<file path="src/charger_params.svh">
// Command codes, field positions, reset values and limits of the setting registers
`ifndef CHARGER_PARAMS_SVH
`define CHARGER_PARAMS_SVH

// Command codes
`define CMD_OPTION 8'h12
`define CMD_AMPS 8'h14
`define CMD_VOLTS 8'h15

// Option word bit positions
`define OPT_INHIBIT 0
`define OPT_TRIP 1
`define OPT_BOOST_ACT 2
`define OPT_BOOST_EN 3
`define OPT_ADAPTER 4
`define OPT_MON_SEL 5
`define OPT_LEARN 6
`define OPT_THR_LO 11
`define OPT_THR_HI 12

// Option word reset values
`define RST_INHIBIT 1'h0
`define RST_TRIP 1'h1
`define RST_BOOST_EN 1'h0
`define RST_MON_SEL 1'h0
`define RST_LEARN 1'h0
`define RST_THR 2'h3

// Charge current word: field 12:6, legal 128 mA to 8128 mA
`define AMPS_LSB 6
`define AMPS_MSB 12
`define AMPS_MIN 16'h0080
`define AMPS_MAX 16'h1FC0

// Charge voltage word: field 14:4, legal 1024 mV to 19200 mV
`define VOLTS_LSB 4
`define VOLTS_MSB 14
`define VOLTS_MIN 16'h0400
`define VOLTS_MAX 16'h4B00

// Power-on values of both setting words
`define RST_AMPS 7'h00
`define RST_VOLTS 11'h000

`endif

</file>
<file path="src/charger_pkg.sv">
// Types shared by the setting register block
package charger_pkg;

    // Serial transfer phase
    typedef enum logic [2:0] {
        ST_IDLE,
        ST_ADDR,
        ST_CMD,
        ST_WLO,
        ST_WHI,
        ST_RLO,
        ST_RHI,
        ST_SKIP
    } link_state_t;

    // Comparator and status levels from the analog side
    typedef struct packed {
        logic adapter_present;
        logic boost_active;
        logic battery_depleted;
        logic cap_released;
        logic [6:0] cap_code;
    } analog_status_t;

    // Power path switch commands
    typedef struct packed {
        logic adapter_switch;
        logic battery_switch;
    } switch_cmd_t;

endpackage

</file>
<file path="src/charger_setting_registers.sv">
// Setting registers of a battery charge controller behind a serial management link
//
// What this block does
// - Writing option bit 6 high starts calibration: adapter switch off, battery switch on.
// - Battery reaching depletion threshold with a nonzero voltage word ends calibration, restores switches, clears bit 6.
// - Writing bit 6 low aborts calibration; bit resets to zero.
// - Option bit 5 picks monitor source: 0 adapter amplifier, 1 charge amplifier.
// - Read-only bit 4 shows adapter sense above threshold; zero after reset.
// - Option bit 3 enables battery-assisted boost; reset value zero.
// - Read-only bit 2 shows converter in boost mode; zero after reset.
// - Option bit 1 enables adapter overcurrent trip; reset value one.
// - Option bit 0 inhibits charging when one; reset value zero.
// - Command 0x14 writes charge current, bits 12:6 weighted 64 mA upward.
// - Charge current write outside 128 mA to 8128 mA clears word, stops charging.
// - Charge current word is zero after reset.
// - Effective current limit is lower of word and cap pin; released cap ignored.
// - Command 0x15 writes charge voltage, bits 11:4 weighted 16 mV upward.
// - Voltage bits 12 to 14 add 4096, 8192, 16384 mV; bit 15 unused.
// - Charge voltage write outside 1024 mV to 19200 mV clears word, stops charging.
// - Charge voltage word is zero after reset.
// - Command 0x12 reads and writes the option word as 16 bits.
// - During calibration with a nonzero voltage word, depletion hands system power back to the adapter.
`include "charger_params.svh"

module charger_setting_registers #(
    parameter logic [6:0] SLAVE_ADDR = 7'h09
) (
    // Clock and reset
    input wire logic clk_sys,
    input wire logic rst_n,
    // Serial management link, open drain data
    input wire logic link_clk,
    input wire logic link_data_in,
    output logic link_data_out,
    output logic link_data_oe,
    // Analog status levels
    input charger_pkg::analog_status_t status_in,
    // Power path and converter controls
    output charger_pkg::switch_cmd_t switches,
    output logic current_monitor_output,
    output logic boost_enable,
    output logic adapter_overcurrent_trip,
    output logic charge_enable,
    output logic [1:0] depletion_threshold,
    output logic [6:0] charge_amps_field,
    output logic [10:0] charge_volts_field,
    output logic [6:0] effective_amps_limit
);

    // Two-stage synchronisers for every outside level
    logic [12:0] sync_a;
    logic [12:0] sync_b;
    logic scl_prev;
    logic sda_prev;
    always_ff @(posedge clk_sys) begin
        if (!rst_n) begin
            sync_a <= 13'h0003;
            sync_b <= 13'h0003;
            scl_prev <= 1'b1;
            sda_prev <= 1'b1;
        end else begin
            sync_a <= {status_in, link_clk, link_data_in};
            sync_b <= sync_a;
            scl_prev <= sync_b[1];
            sda_prev <= sync_b[0];
        end
    end

    charger_pkg::analog_status_t status;
    logic scl;
    logic sda;
    logic scl_rise;
    logic scl_fall;
    logic start_seen;
    logic stop_seen;
    assign status = charger_pkg::analog_status_t'(sync_b[12:2]);
    assign scl = sync_b[1];
    assign sda = sync_b[0];
    assign scl_rise = scl & ~scl_prev;
    assign scl_fall = ~scl & scl_prev;
    // Data edges only count as framing while the clock is high
    assign start_seen = scl & scl_prev & sda_prev & ~sda;
    assign stop_seen = scl & scl_prev & ~sda_prev & sda;

    // Register state
    logic learn;
    logic mon_sel;
    logic boost_en;
    logic trip_en;
    logic inhibit;
    logic [1:0] threshold;
    logic [6:0] amps;
    logic [10:0] volts;

    // Link transfer state
    charger_pkg::link_state_t st;
    logic [3:0] cnt;
    logic [7:0] shreg;
    logic [7:0] cmd;
    logic [7:0] wlo;
    logic [15:0] tx_word;
    logic wr_stb;
    logic [15:0] wr_data;

    // Acknowledge slot of a byte and the clock fall that ends it
    logic ack_slot;
    logic ack_end;
    assign ack_slot = scl_fall && cnt == 4'h8;
    assign ack_end = scl_fall && cnt == 4'h9;

    // Read bits leave the top of the shift word first
    logic [3:0] tx_index;
    logic tx_bit;
    assign tx_index = 4'hF - cnt;
    assign tx_bit = tx_word[tx_index];

    // Option word as seen on a read
    logic [15:0] option_rd;
    always_comb begin
        option_rd = 16'h0000;
        option_rd[`OPT_THR_HI:`OPT_THR_LO] = threshold;
        option_rd[`OPT_LEARN] = learn;
        option_rd[`OPT_MON_SEL] = mon_sel;
        option_rd[`OPT_ADAPTER] = status.adapter_present;
        option_rd[`OPT_BOOST_EN] = boost_en;
        option_rd[`OPT_BOOST_ACT] = status.boost_active;
        option_rd[`OPT_TRIP] = trip_en;
        option_rd[`OPT_INHIBIT] = inhibit;
    end

    // Read word selected by the last command code; unknown codes read zero
    logic [15:0] rd_word;
    always_comb begin
        rd_word = 16'h0000;
        if (cmd == `CMD_OPTION) begin
            rd_word = option_rd;
        end else if (cmd == `CMD_AMPS) begin
            rd_word[`AMPS_MSB:`AMPS_LSB] = amps;
        end else if (cmd == `CMD_VOLTS) begin
            rd_word[`VOLTS_MSB:`VOLTS_LSB] = volts;
        end
    end

    // Serial slave: bits in on clock rise, data and acknowledge driven on clock fall
    always_ff @(posedge clk_sys) begin
        if (!rst_n) begin
            st <= charger_pkg::ST_IDLE;
            cnt <= 4'h0;
            shreg <= 8'h00;
            cmd <= 8'h00;
            wlo <= 8'h00;
            tx_word <= 16'h0000;
            link_data_oe <= 1'b0;
            wr_stb <= 1'b0;
            wr_data <= 16'h0000;
        end else begin
            wr_stb <= 1'b0;
            if (start_seen) begin
                // Repeated start keeps the command code for a read
                st <= charger_pkg::ST_ADDR;
                cnt <= 4'h0;
                link_data_oe <= 1'b0;
            end else if (stop_seen) begin
                st <= charger_pkg::ST_IDLE;
                link_data_oe <= 1'b0;
            end else if (st == charger_pkg::ST_RLO || st == charger_pkg::ST_RHI) begin
                if (scl_fall && cnt < 4'h8) begin
                    link_data_oe <= ~tx_bit;
                    cnt <= cnt + 4'h1;
                end else if (ack_slot) begin
                    link_data_oe <= 1'b0; // Host drives its acknowledge
                    cnt <= 4'h9;
                end else if (scl_rise && cnt == 4'h9) begin
                    cnt <= 4'h0;
                    if (!sda && st == charger_pkg::ST_RLO) begin
                        st <= charger_pkg::ST_RHI;
                        tx_word <= {tx_word[7:0], 8'h00};
                    end else begin
                        st <= charger_pkg::ST_SKIP;
                    end
                end
            end else if (st != charger_pkg::ST_IDLE && st != charger_pkg::ST_SKIP) begin
                if (scl_rise && cnt < 4'h8) begin
                    shreg <= {shreg[6:0], sda};
                    cnt <= cnt + 4'h1;
                end else if (ack_slot) begin
                    // Acknowledge only our own address; data bytes always
                    if (st == charger_pkg::ST_ADDR && shreg[7:1] != SLAVE_ADDR) begin
                        st <= charger_pkg::ST_SKIP;
                    end else begin
                        link_data_oe <= 1'b1;
                        cnt <= 4'h9;
                    end
                end else if (ack_end) begin
                    link_data_oe <= 1'b0;
                    cnt <= 4'h0;
                    unique case (st)
                        charger_pkg::ST_ADDR: begin
                            if (shreg[0]) begin
                                // First read bit goes out on this same fall
                                st <= charger_pkg::ST_RLO;
                                tx_word <= {rd_word[7:0], rd_word[15:8]};
                                link_data_oe <= ~rd_word[7];
                                cnt <= 4'h1;
                            end else begin
                                st <= charger_pkg::ST_CMD;
                            end
                        end
                        charger_pkg::ST_CMD: begin
                            cmd <= shreg;
                            st <= charger_pkg::ST_WLO;
                        end
                        charger_pkg::ST_WLO: begin
                            wlo <= shreg;
                            st <= charger_pkg::ST_WHI;
                        end
                        charger_pkg::ST_WHI: begin
                            // Low byte first, then high byte, forms the word
                            wr_data <= {shreg, wlo};
                            wr_stb <= 1'b1;
                            st <= charger_pkg::ST_SKIP;
                        end
                    endcase
                end
            end
        end
    end

    assign link_data_out = 1'b0;

    logic wr_option;
    logic wr_amps;
    logic wr_volts;
    assign wr_option = wr_stb && cmd == `CMD_OPTION;
    assign wr_amps = wr_stb && cmd == `CMD_AMPS;
    assign wr_volts = wr_stb && cmd == `CMD_VOLTS;

    // Range checks see the whole word, unused bits included
    logic amps_ok;
    logic volts_ok;
    assign amps_ok = wr_data >= `AMPS_MIN && wr_data <= `AMPS_MAX;
    assign volts_ok = wr_data >= `VOLTS_MIN && wr_data <= `VOLTS_MAX;

    // Host-written option bits; read-only positions ignore writes
    always_ff @(posedge clk_sys) begin
        if (!rst_n) begin
            mon_sel <= `RST_MON_SEL;
            boost_en <= `RST_BOOST_EN;
            trip_en <= `RST_TRIP;
            inhibit <= `RST_INHIBIT;
            threshold <= `RST_THR;
        end else if (wr_option) begin
            mon_sel <= wr_data[`OPT_MON_SEL];
            boost_en <= wr_data[`OPT_BOOST_EN];
            trip_en <= wr_data[`OPT_TRIP];
            inhibit <= wr_data[`OPT_INHIBIT];
            threshold <= wr_data[`OPT_THR_HI:`OPT_THR_LO];
        end
    end

    // Calibration flag; a host write in the depletion cycle wins
    logic depleted;
    assign depleted = status.battery_depleted && volts != `RST_VOLTS;
    always_ff @(posedge clk_sys) begin
        if (!rst_n) begin
            learn <= `RST_LEARN;
        end else if (wr_option) begin
            learn <= wr_data[`OPT_LEARN];
        end else if (learn && depleted) begin
            learn <= 1'b0;
        end
    end

    // Power path follows the calibration flag one cycle later
    always_ff @(posedge clk_sys) begin
        if (!rst_n) begin
            switches.adapter_switch <= 1'b1;
            switches.battery_switch <= 1'b0;
        end else begin
            switches.adapter_switch <= ~learn;
            switches.battery_switch <= learn;
        end
    end

    // Charge current word; out of range clears it
    always_ff @(posedge clk_sys) begin
        if (!rst_n) begin
            amps <= `RST_AMPS;
        end else if (wr_amps) begin
            if (!amps_ok) begin
                amps <= `RST_AMPS;
            end else begin
                amps <= wr_data[`AMPS_MSB:`AMPS_LSB];
            end
        end
    end

    // Charge voltage word; out of range clears it
    always_ff @(posedge clk_sys) begin
        if (!rst_n) begin
            volts <= `RST_VOLTS;
        end else if (wr_volts) begin
            if (!volts_ok) begin
                volts <= `RST_VOLTS;
            end else begin
                volts <= wr_data[`VOLTS_MSB:`VOLTS_LSB];
            end
        end
    end

    // The cap pin limits only while it is not released
    logic cap_wins;
    assign cap_wins = !status.cap_released && status.cap_code <= amps;

    // Outputs to the analog side, all registered
    always_ff @(posedge clk_sys) begin
        if (!rst_n) begin
            current_monitor_output <= `RST_MON_SEL;
            boost_enable <= `RST_BOOST_EN;
            adapter_overcurrent_trip <= `RST_TRIP;
            charge_enable <= 1'b0;
            depletion_threshold <= `RST_THR;
            charge_amps_field <= `RST_AMPS;
            charge_volts_field <= `RST_VOLTS;
            effective_amps_limit <= `RST_AMPS;
        end else begin
            current_monitor_output <= mon_sel;
            boost_enable <= boost_en;
            adapter_overcurrent_trip <= trip_en;
            // A zero word in either setting stops charging
            charge_enable <= ~inhibit && amps != `RST_AMPS && volts != `RST_VOLTS;
            depletion_threshold <= threshold;
            charge_amps_field <= amps;
            charge_volts_field <= volts;
            if (cap_wins) begin
                effective_amps_limit <= status.cap_code;
            end else begin
                effective_amps_limit <= amps;
            end
        end
    end

endmodule

</file>
<file path="config.mk">
export PLATFORM = sky130hd
export DESIGN_NAME = charger_setting_registers
export DESIGN_NICKNAME = d
export VERILOG_FILES = /design/src/charger_pkg.sv /design/src/charger_setting_registers.sv
export VERILOG_INCLUDE_DIRS = /design/src
export SDC_FILE = /design/constraint.sdc
export NUM_CORES = 1
export LEC_CHECK = 0
export BUFFER_PORTS_ARGS = -buffer_cell sky130_fd_sc_hd__buf_4
export CORE_UTILIZATION = 56
export CTS_BUF_LIST = sky130_fd_sc_hd__clkbuf_8
export DETAILED_ROUTE_END_ITERATION = 8
export PLACE_DENSITY = 0.79
export SLEW_MARGIN = 5
export SYNTH_ARGS = -nofsm -noshare
export SYNTH_HDL_FRONTEND = slang
export SYNTH_SLANG_ARGS = --single-unit
</file>
<file path="constraint.sdc">
create_clock -name clk_sys -period 2.4 [get_ports clk_sys]
set_clock_uncertainty 0.2 [all_clocks]
set_input_delay 0.12 -clock clk_sys [delete_from_list [all_inputs] [get_ports clk_sys]]
set_output_delay 0.12 -clock clk_sys [all_outputs]
set_load 0.01 [all_outputs]
</file>
==> flow_summary_export.csv, run 1 <==
group,metric,value,unit
final_layout,insertedDiodeCount,0,
route,drt_first_pass_iters,5,
synthesis,yosys_warnings,0,
sta,worst_slew_margin_relative_to_its_limit,46.1,%
grt,global_route.usage.total,25.4,%
power,power.ir.vdd_worst,415,µV
synthesis,post_synth_instance_area,0.00606,mm²
worst_setup_path,crit_type,"flop to flop",
sta,final_critical_path_setup_slack,-0.0295,ns
route,detailedRoute.firstIterationViolations,431,
clock_tree,clk-insertion-delay-late,0.45,ns
hold_path,hold_path_cell_cnt,1,
sta,hold_viol,0,
synthesis,synth-edff-count,0,
sta,min_period,2.43,ns
clock_tree,clockBufferDepth,2,
grt,first_global_vias,4469,
floorplan,die_area,0.0112,mm²
grt,largest_net_degree_at_the_start_of_global_routing,69,
worst_setup_path,worst_r2r_path_depth,7,
clock_tree,clock_tree_from_tritoncts,"built",
synthesis,synth.area.mux_share,9.30,%
hold_path,holdCritStartpoint,"sync_a[0]",
synthesis,adder_cell_share_of_the_synthesized_area,1.86,%
route,drc_errors,0,
worst_setup_path,timing.critical_path.fanout_max,5,
worst_setup_path,critPathMaxStageDelay,0.55,ns
sta,hold_ws,0.204,ns
status,violated_checks,"negative setup slack",
worst_setup_path,critical-path-slowest-cell,"sky130_fd_sc_hd__or4b_4",
synthesis,synthesis.area_per_instance,10.2,µm²
sta,period_share,101,%
synthesis,yosys.area_share.xor_xnor,0.289,%
final_layout,areaGrowthSynthToFinish,22.9,%
final_layout,fraction_of_final_layout_cells_with_drive_strength_greater_than_1,21.6,%
synthesis,async_reset_ff_share,0,%
sta,fmaxAchievable,412,MHz
job,maxCapViolations,0,
sta,setup-tns-final,-0.0295,ns
clock_tree,worst_setup_hold_path_clk_slew,0.08,ns
worst_setup_path,crit_chain,"or4b_4, or2_4, buf_4, o2111ai_4, nand4_4, or4_4, a21oi_2",
power,report.power.total,4.69,mW
synthesis,ys_seq_area_share,49.6,%
status,outcome,"finished with violations",
grt,number_of_antenna_violations_at_the_first_check_in_global_routing,0,
power,leakage,3.30,nW
worst_setup_path,rrSetupSlack,-0.03,ns
synthesis,yosys_register_bits,150,
sta,worst-slew-pin-transition,0.804,ns
place,hpwlAfterDp,9460,µm
clock_tree,cts_buf_count,17,
sta,drv_slew,0,
hold_path,hold_path_end,"sync_b[0]",
clock_tree,clock_tree.htree_level_count,4,
route,route.vias.total,4773,
floorplan,floorplan.core_area,0.0104,mm²
synthesis,synthFlopType,"sky130_fd_sc_hd__dfxtp_1",
worst_setup_path,crit_arrival,2.62,ns
floorplan,initial_core_util,58.1,%
hold_path,hold_path_class,"flop to flop",
synthesis,synth_compound_gate_area_share,12.5,%
floorplan,pin_count,50,
floorplan,fp.dieH,106,µm
floorplan,die_x,106,µm
final_layout,finalInstanceArea,0.00744,mm²
synthesis,yosys.cell_types.count,68,
place,last_weighted_congestion_value_of_the_routability_driven_placer,0.958,
place,dp_worst_setup_slack,-0.0252,ns
worst_setup_path,crit_path_end_kind,"flop",
place,port_buffers,48,
synthesis,synth_top_family_by_area,"simple AND/OR/NAND/NOR gates",
clock_tree,cts.root.buffer_cell,"sky130_fd_sc_hd__clkbuf_8",
sta,unrepaired_setup_endpoints_after_global_routing,"true",
power,power_density,629,mW/mm²
route,drt-wirelength-per-cell,16.5,µm
worst_setup_path,critical_path.startpoint_type,"flop",
grt,grt_pass1_wl,22000,µm
synthesis,synth_cells,596,
place,placement.cell_area,0.00676,mm²
route,vias_per_cell,5.68,
sta,setup_violations,1,
final_layout,final_net_count,716,
grt,global_route.overflow_total,0,
route,antenna_violation_net_count_after_detailed_routing,0,
route,totalWireLength,13900,µm
worst_setup_path,critical_path_required,2.59,ns
synthesis,syn_nets,620,
worst_setup_path,r2r_start,"cnt[0]",
floorplan,num_rows,37,
clock_tree,clkSinkCount,150,
worst_setup_path,reg2reg_to,"cnt[2]",
synthesis,synthSimpleGateAreaFrac,22.5,%
-- metrics by stage --
step	std cells	util, %
2_1_floorplan	596	-
3_3_place_gp	790	64.9
3_5_place_dp	790	64.9
4_1_cts	838	70.7
5_1_grt	841	71.5
6_report	841	71.5
-- synthesized netlist by cell type (2+ instances only) --
cell	n	share of area, %
sky130_fd_sc_hd__a32o_1	3	0.50
sky130_fd_sc_hd__nand2_1	41	2.5
sky130_fd_sc_hd__a222oi_1	2	0.33
sky130_fd_sc_hd__a21boi_1	10	1.2
sky130_fd_sc_hd__mux4_1	2	0.87
sky130_fd_sc_hd__o21ai_0	10	0.83
sky130_fd_sc_hd__buf_4	4	0.50
sky130_fd_sc_hd__o21bai_1	2	0.25
sky130_fd_sc_hd__o211ai_1	2	0.25
sky130_fd_sc_hd__o2111ai_1	4	0.58
sky130_fd_sc_hd__nand2b_1	12	1.2
sky130_fd_sc_hd__ha_1	9	1.9
sky130_fd_sc_hd__or4_1	4	0.50
sky130_fd_sc_hd__a221o_1	2	0.33
sky130_fd_sc_hd__mux2i_1	51	8.4
sky130_fd_sc_hd__clkbuf_1	19	1.2
sky130_fd_sc_hd__a21oi_1	12	0.99
sky130_fd_sc_hd__nand3b_1	2	0.25
sky130_fd_sc_hd__or4b_1	2	0.33
sky130_fd_sc_hd__a21boi_0	3	0.37
sky130_fd_sc_hd__nor3_1	9	0.74
sky130_fd_sc_hd__nor3b_1	9	1.1
sky130_fd_sc_hd__nor2_1	30	1.9
sky130_fd_sc_hd__a221oi_1	6	0.87
sky130_fd_sc_hd__or3_1	6	0.62
sky130_fd_sc_hd__nor4_1	3	0.31
sky130_fd_sc_hd__a21o_1	2	0.25
sky130_fd_sc_hd__nand3_1	17	1.4
sky130_fd_sc_hd__buf_2	8	0.66
sky130_fd_sc_hd__buf_6	2	0.37
sky130_fd_sc_hd__dfxtp_1	150	50
sky130_fd_sc_hd__inv_1	18	1.1
sky130_fd_sc_hd__a22o_1	22	3.2
sky130_fd_sc_hd__nor2b_1	43	4.4
sky130_fd_sc_hd__and2_1	38	3.9
sky130_fd_sc_hd__nand4_1	5	0.52
-- what timing repair did --
| action | CTS | global route |
|---|---|---|
| hold endpoints to repair | 40 | 0 |
| pin swaps | 0 | 5 |
| endpoints found under the setup margin | 17 | 56 |
| resized for setup | 8 | 11 |
| gates cloned | 0 | 1 |
| buffers inserted | 1 | 2 |
| hold buffers | 15 | 0 |
-- flip-flops by register name, indices dropped and copies added, names as in the netlist, 2 cells and up --
| name | count |
|---|---|
| wr_data | 16 |
| tx_word | 15 |
| sync_a | 13 |
| sync_b | 13 |
| charge_volts_field | 11 |
| volts | 11 |
| cmd | 8 |
| shreg | 8 |
| wlo | 8 |
| amps | 7 |
| charge_amps_field | 7 |
| effective_amps_limit | 7 |
| cnt | 4 |
| st | 3 |
| depletion_threshold | 2 |
| switches | 2 |
| threshold | 2 |
-- area by class of cell --
type / instances / area [µm²]
clock buffers: 18 / 248
clock inverters: 14 / 161
fillers: 744 / 2970
inverters: 18 / 67.6
multi-input cells: 395 / 2910
flip-flops and latches: 150 / 3010
well taps: 136 / 170
repair buffers: 110 / 880
-- logic make-up after synthesis --
kind of cell | after synthesis
fa+ha+maj | 9
mux | 53
flops | 150
xor+xnor | 2
other cells | 1
buf+inv | 52
simple gates | 234
compound gates | 95
-- per-layer routing --
layer | vias to the layer above | share of wire (%) | GRT usage (%)
met2 | 184 | 48 | 41.8
met5 | - | 0 | 0
met3 | 34 | 5.9 | 6.19
met1 | 2264 | 43 | 31.4
met4 | 0 | 2.4 | 11.9
li1 | 2291 | - | -
-- power by group --
group	total, mW	switching (mW)	internal [mW]
clock	1.96	0.920	1.04
combinational	0.193	0.0952	0.0982
sequential	2.53	0.0153	2.51
-- worst max path at each step --
| stage | start | endpoint | slack, ns | cells past startpoint |
|---|---|---|---|---|
| detailed placement | cnt[0] | cnt[2] | -0.03 | 6 |
| global placement | cnt[0] | cnt[2] | 0.01 | 6 |
| CTS | cnt[0] | cnt[2] | -0.0009 | 7 |
| finish | cnt[0] | cnt[2] | -0.03 | 7 |
| global route | cnt[0] | cnt[2] | -0.09 | 7 |
| floorplan | cnt[1] | cnt[2] | 0.04 | 6 |
-- worst max-delay path: cells and delay by family (launching register included) --
kind | cells | cell delay [ns]
flops | 1 | 0.35
compound gates | 2 | 0.22
buf+inv | 1 | 0.15
simple gates | 4 | 1.45
-- placed cells by master (no fill, tap or decap), types with 12 or more instances in the layout --
cell	synthesis	final
sky130_fd_sc_hd__nor2b_1	43	43
sky130_fd_sc_hd__dlygate4sd3_1	0	15
sky130_fd_sc_hd__nor2_1	30	29
sky130_fd_sc_hd__nand3_1	17	17
sky130_fd_sc_hd__mux2i_1	51	51
sky130_fd_sc_hd__nand2b_1	12	12
sky130_fd_sc_hd__inv_1	18	20
sky130_fd_sc_hd__buf_4	4	93
sky130_fd_sc_hd__and2_1	38	38
sky130_fd_sc_hd__a22o_1	22	22
sky130_fd_sc_hd__dfxtp_1	150	148
sky130_fd_sc_hd__nand2_1	41	40
sky130_fd_sc_hd__clkbuf_8	0	18
Power figures use the tool's default switching activity.
==> run 2: changes to the inputs <==
ABC_AREA = 1   (was default)
CORE_MARGIN = 5   (was default)
==> flow_summary_export.csv, run 2 <==
group,metric,value,unit
grt,grt_busiest_layer,"met2",
synthesis,adder_cell_share_of_the_synthesized_area,1.80,%
power,leakage,3.46,nW
clock_tree,clockBufferDepth,2,
grt,first_global_vias,5269,
synthesis,post_synth_instance_area,0.00625,mm²
worst_setup_path,critical_path_required,2.54,ns
clock_tree,cts_buf_count,17,
final_layout,registers.top_by_ff_count,"wr_data",
worst_setup_path,critPathMaxStageDelay,0.36,ns
sta,min_period,2.20,ns
worst_setup_path,crit_buf_inv,2,
worst_setup_path,critical-path-slowest-cell,"sky130_fd_sc_hd__dfxtp_1",
worst_setup_path,worst_r2r_path_depth,10,
synthesis,syn_nets,900,
sta,drv_slew,0,
grt,global_route.usage.total,24.0,%
worst_setup_path,reg2reg_to,"wr_data[2]",
worst_setup_path,crit_path_end_kind,"flop",
worst_setup_path,crit_chain,"inv_1, ha_1, nand3_1, nor2_2, nand2_1, nor2_2, nand3_1, buf_4, o21ai_0, a21oi_1",
route,vias_per_cell,5.20,
place,last_weighted_congestion_value_of_the_routability_driven_placer,0.955,
final_layout,finalInstanceArea,0.00746,mm²
sta,unrepaired_setup_endpoints_after_global_routing,"true",
synthesis,synth_compound_gate_area_share,12.2,%
route,drt_first_pass_iters,5,
sta,setup_violations,0,
clock_tree,clkSinkCount,150,
floorplan,num_rows,38,
clock_tree,clock_tree_from_tritoncts,"built",
synthesis,synthesis.area_per_instance,7.14,µm²
final_layout,insertedDiodeCount,0,
synthesis,yosys.cell_types.count,35,
synthesis,synth_top_family_by_area,"simple AND/OR/NAND/NOR gates",
place,hpwlAfterDp,10300,µm
power,power.ir.vdd_worst,679,µV
worst_setup_path,crit_type,"flop to flop",
synthesis,async_reset_ff_share,0,%
sta,fmaxAchievable,455,MHz
synthesis,ys_top_cells_by_count,"sky130_fd_sc_hd__nand2_1, sky130_fd_sc_hd__dfxtp_1, sky130_fd_sc_hd__inv_1",
route,detailedRoute.firstIterationViolations,402,
floorplan,die_area,0.0134,mm²
final_layout,fraction_of_final_layout_cells_with_drive_strength_greater_than_1,12.0,%
synthesis,yosys_register_bits,150,
worst_setup_path,timing.critical_path.from,"cnt[1]",
synthesis,synthSimpleGateAreaFrac,27.8,%
synthesis,yosys_warnings,0,
power,power_density,655,mW/mm²
final_layout,most_common_cell_after_layout_fill_and_taps_aside,"sky130_fd_sc_hd__nand2_1",
route,drt-wirelength-per-cell,13.8,µm
hold_path,hold_path_class,"input pin to flop",
clock_tree,post-cts-setup-buffer-count,0,
grt,global_route.overflow_total,0,
status,outcome,"complete, no violations",
job,maxCapViolations,0,
synthesis,synth.area.mux_share,0,%
final_layout,final_net_count,975,
sta,hold_viol,0,
clock_tree,worst_setup_hold_path_clk_slew,0.09,ns
synthesis,synth_cells,876,
synthesis,synth_top_area_share,48.0,%
route,antenna_violation_net_count_after_detailed_routing,0,
final_layout,largest_register_ffs,16,
synthesis,yosys-top-cells-area,"sky130_fd_sc_hd__dfxtp_1, sky130_fd_sc_hd__nand2_1, sky130_fd_sc_hd__inv_1",
worst_setup_path,worstSetupEndpoint,"wr_data[2]",
final_layout,areaGrowthSynthToFinish,19.3,%
route,totalWireLength,15300,µm
clock_tree,cts.root.buffer_cell,"sky130_fd_sc_hd__clkbuf_8",
final_layout,layout_top_registers,"wr_data (16), tx_word (15)",
route,route.vias.total,5743,
final_layout,most_used_cells_in_the_layout_excluding_fill_and_tap_cells,"sky130_fd_sc_hd__nand2_1, sky130_fd_sc_hd__dfxtp_1, sky130_fd_sc_hd__inv_1",
synthesis,yosys.area_share.xor_xnor,0.140,%
synthesis,leading_cell_type_by_number_of_instances_after_synthesis,"sky130_fd_sc_hd__nand2_1",
worst_setup_path,timing.critical_path.fanout_max,32,
synthesis,synth_top_cell_by_area,"sky130_fd_sc_hd__dfxtp_1",
floorplan,initial_core_util,57.4,%
worst_setup_path,crit_arrival,2.34,ns
clock_tree,clock_tree.htree_level_count,4,
grt,met1_track_demand_over_resource,31.4,%
grt,met2_usage,38.8,%
floorplan,pin_count,50,
floorplan,die_x,116,µm
worst_setup_path,critical-path-top-delay-family,"simple AND/OR/NAND/NOR gates",
synthesis,synthFlopType,"sky130_fd_sc_hd__dfxtp_1",
place,port_buffers,48,
clock_tree,clk-insertion-delay-late,0.46,ns
route,drc_errors,0,
worst_setup_path,crit_cells,10,
worst_setup_path,r2r_start,"cnt[1]",
grt,number_of_antenna_violations_at_the_first_check_in_global_routing,0,
grt,use_met3,6.16,%
synthesis,synth-edff-count,0,
grt,largest_net_degree_at_the_start_of_global_routing,112,
synthesis,ys_seq_area_share,48.0,%
power,report.power.total,4.88,mW
final_layout,final.fill_count,923,
sta,period_share,91.5,%
floorplan,fp.dieH,116,µm
place,placement.cell_area,0.00678,mm²
grt,grt_pass1_wl,25200,µm
floorplan,floorplan.core_area,0.0109,mm²
worst_setup_path,rrSetupSlack,0.20,ns
worst_setup_path,critical_path.startpoint_type,"flop",
run 2: changes by cell type after synthesis, sizes merged, moves of 54 or more:
cell / previous run / this run
nand2: 41 / 217
inv: 18 / 126
nand3: 17 / 80
nor2: 30 / 88
a21oi: 12 / 68
o21ai: 10 / 64
run 2: metal layers:
metal	wire length [µm]	part of all wire (%)	vias up
met5	0	0	-
met4	252	1.7	0
met3	958	6.3	26
met2	7150	47	176
met1	6900	45	2608
li1	-	-	2933
run 2: report_power, final:
group | total [mW] | internal (mW) | switching (mW)
logic | 0.190 | 0.0808 | 0.109
registers | 2.52 | 2.51 | 0.0107
clock network | 2.17 | 1.16 | 1.01
run 2: logic make-up (layout without fill, tap and decap cells):
logic type | Yosys count | in the layout
and+or+nand+nor | 410 | 410
buffers and inverters | 158 | 246
DFF | 150 | 150
AOI/OAI and AO/OA | 147 | 147
adders and majority gates | 9 | 9
other | 1 | 1
xor gates and xnor gates | 1 | 1
run 2: tightest hold or removal path, delay by kind of cell:
| kind | cells | cell delay [ns] |
|---|---|---|
| buffers and inverters | 2 | 0.63 |
| and+or+nand+nor | 1 | 0.08 |
run 2: repair_timing:
item	4_1_cts	5_1_grt
setup endpoints to repair	0	27
endpoints found under the hold margin	29	0
hold buffers	22	0
resized for setup	0	3
run 2: how the worst min path moves through the flow:
stage	from	endpoint	slack (ns)	cells after the start
after floorplan	status_in[8]	sync_a[10]	0.02	2
after global placement	status_in[3]	sync_a[5]	0.10	3
after detailed placement	status_in[6]	sync_a[8]	0.10	3
after CTS	link_clk	sync_a[1]	0.18	3
after global routing	link_clk	sync_a[1]	0.18	3
final	link_data_in	sync_a[0]	0.19	3
run 2: metrics by stage:
stage / hold WS (ns) / setup TNS [ns] / instances / setup slack, ns / util, %
floorplan: 0.0176 / 0 / 876 / 0.497 / -
global placement: 0.102 / 0 / 1050 / 0.188 / 62.3
detailed placement: 0.104 / 0 / 1050 / 0.135 / 62.3
CTS: 0.176 / 0 / 1104 / 0.126 / 68.4
global route: 0.180 / -0.100 / 1104 / -0.0419 / 68.5
finish: 0.188 / 0 / 1104 / 0.204 / 68.5
run 2: final cells by class:
cell class	instances	area, µm²	area share (%)
clock buffer	17	234	3.14
clock inverter	15	213	2.85
multi-input combinational	568	2640	35.3
timing repair buffer	87	721	9.66
inverter	127	477	6.39
sequential	150	3000	40.3
tap	140	175	2.35
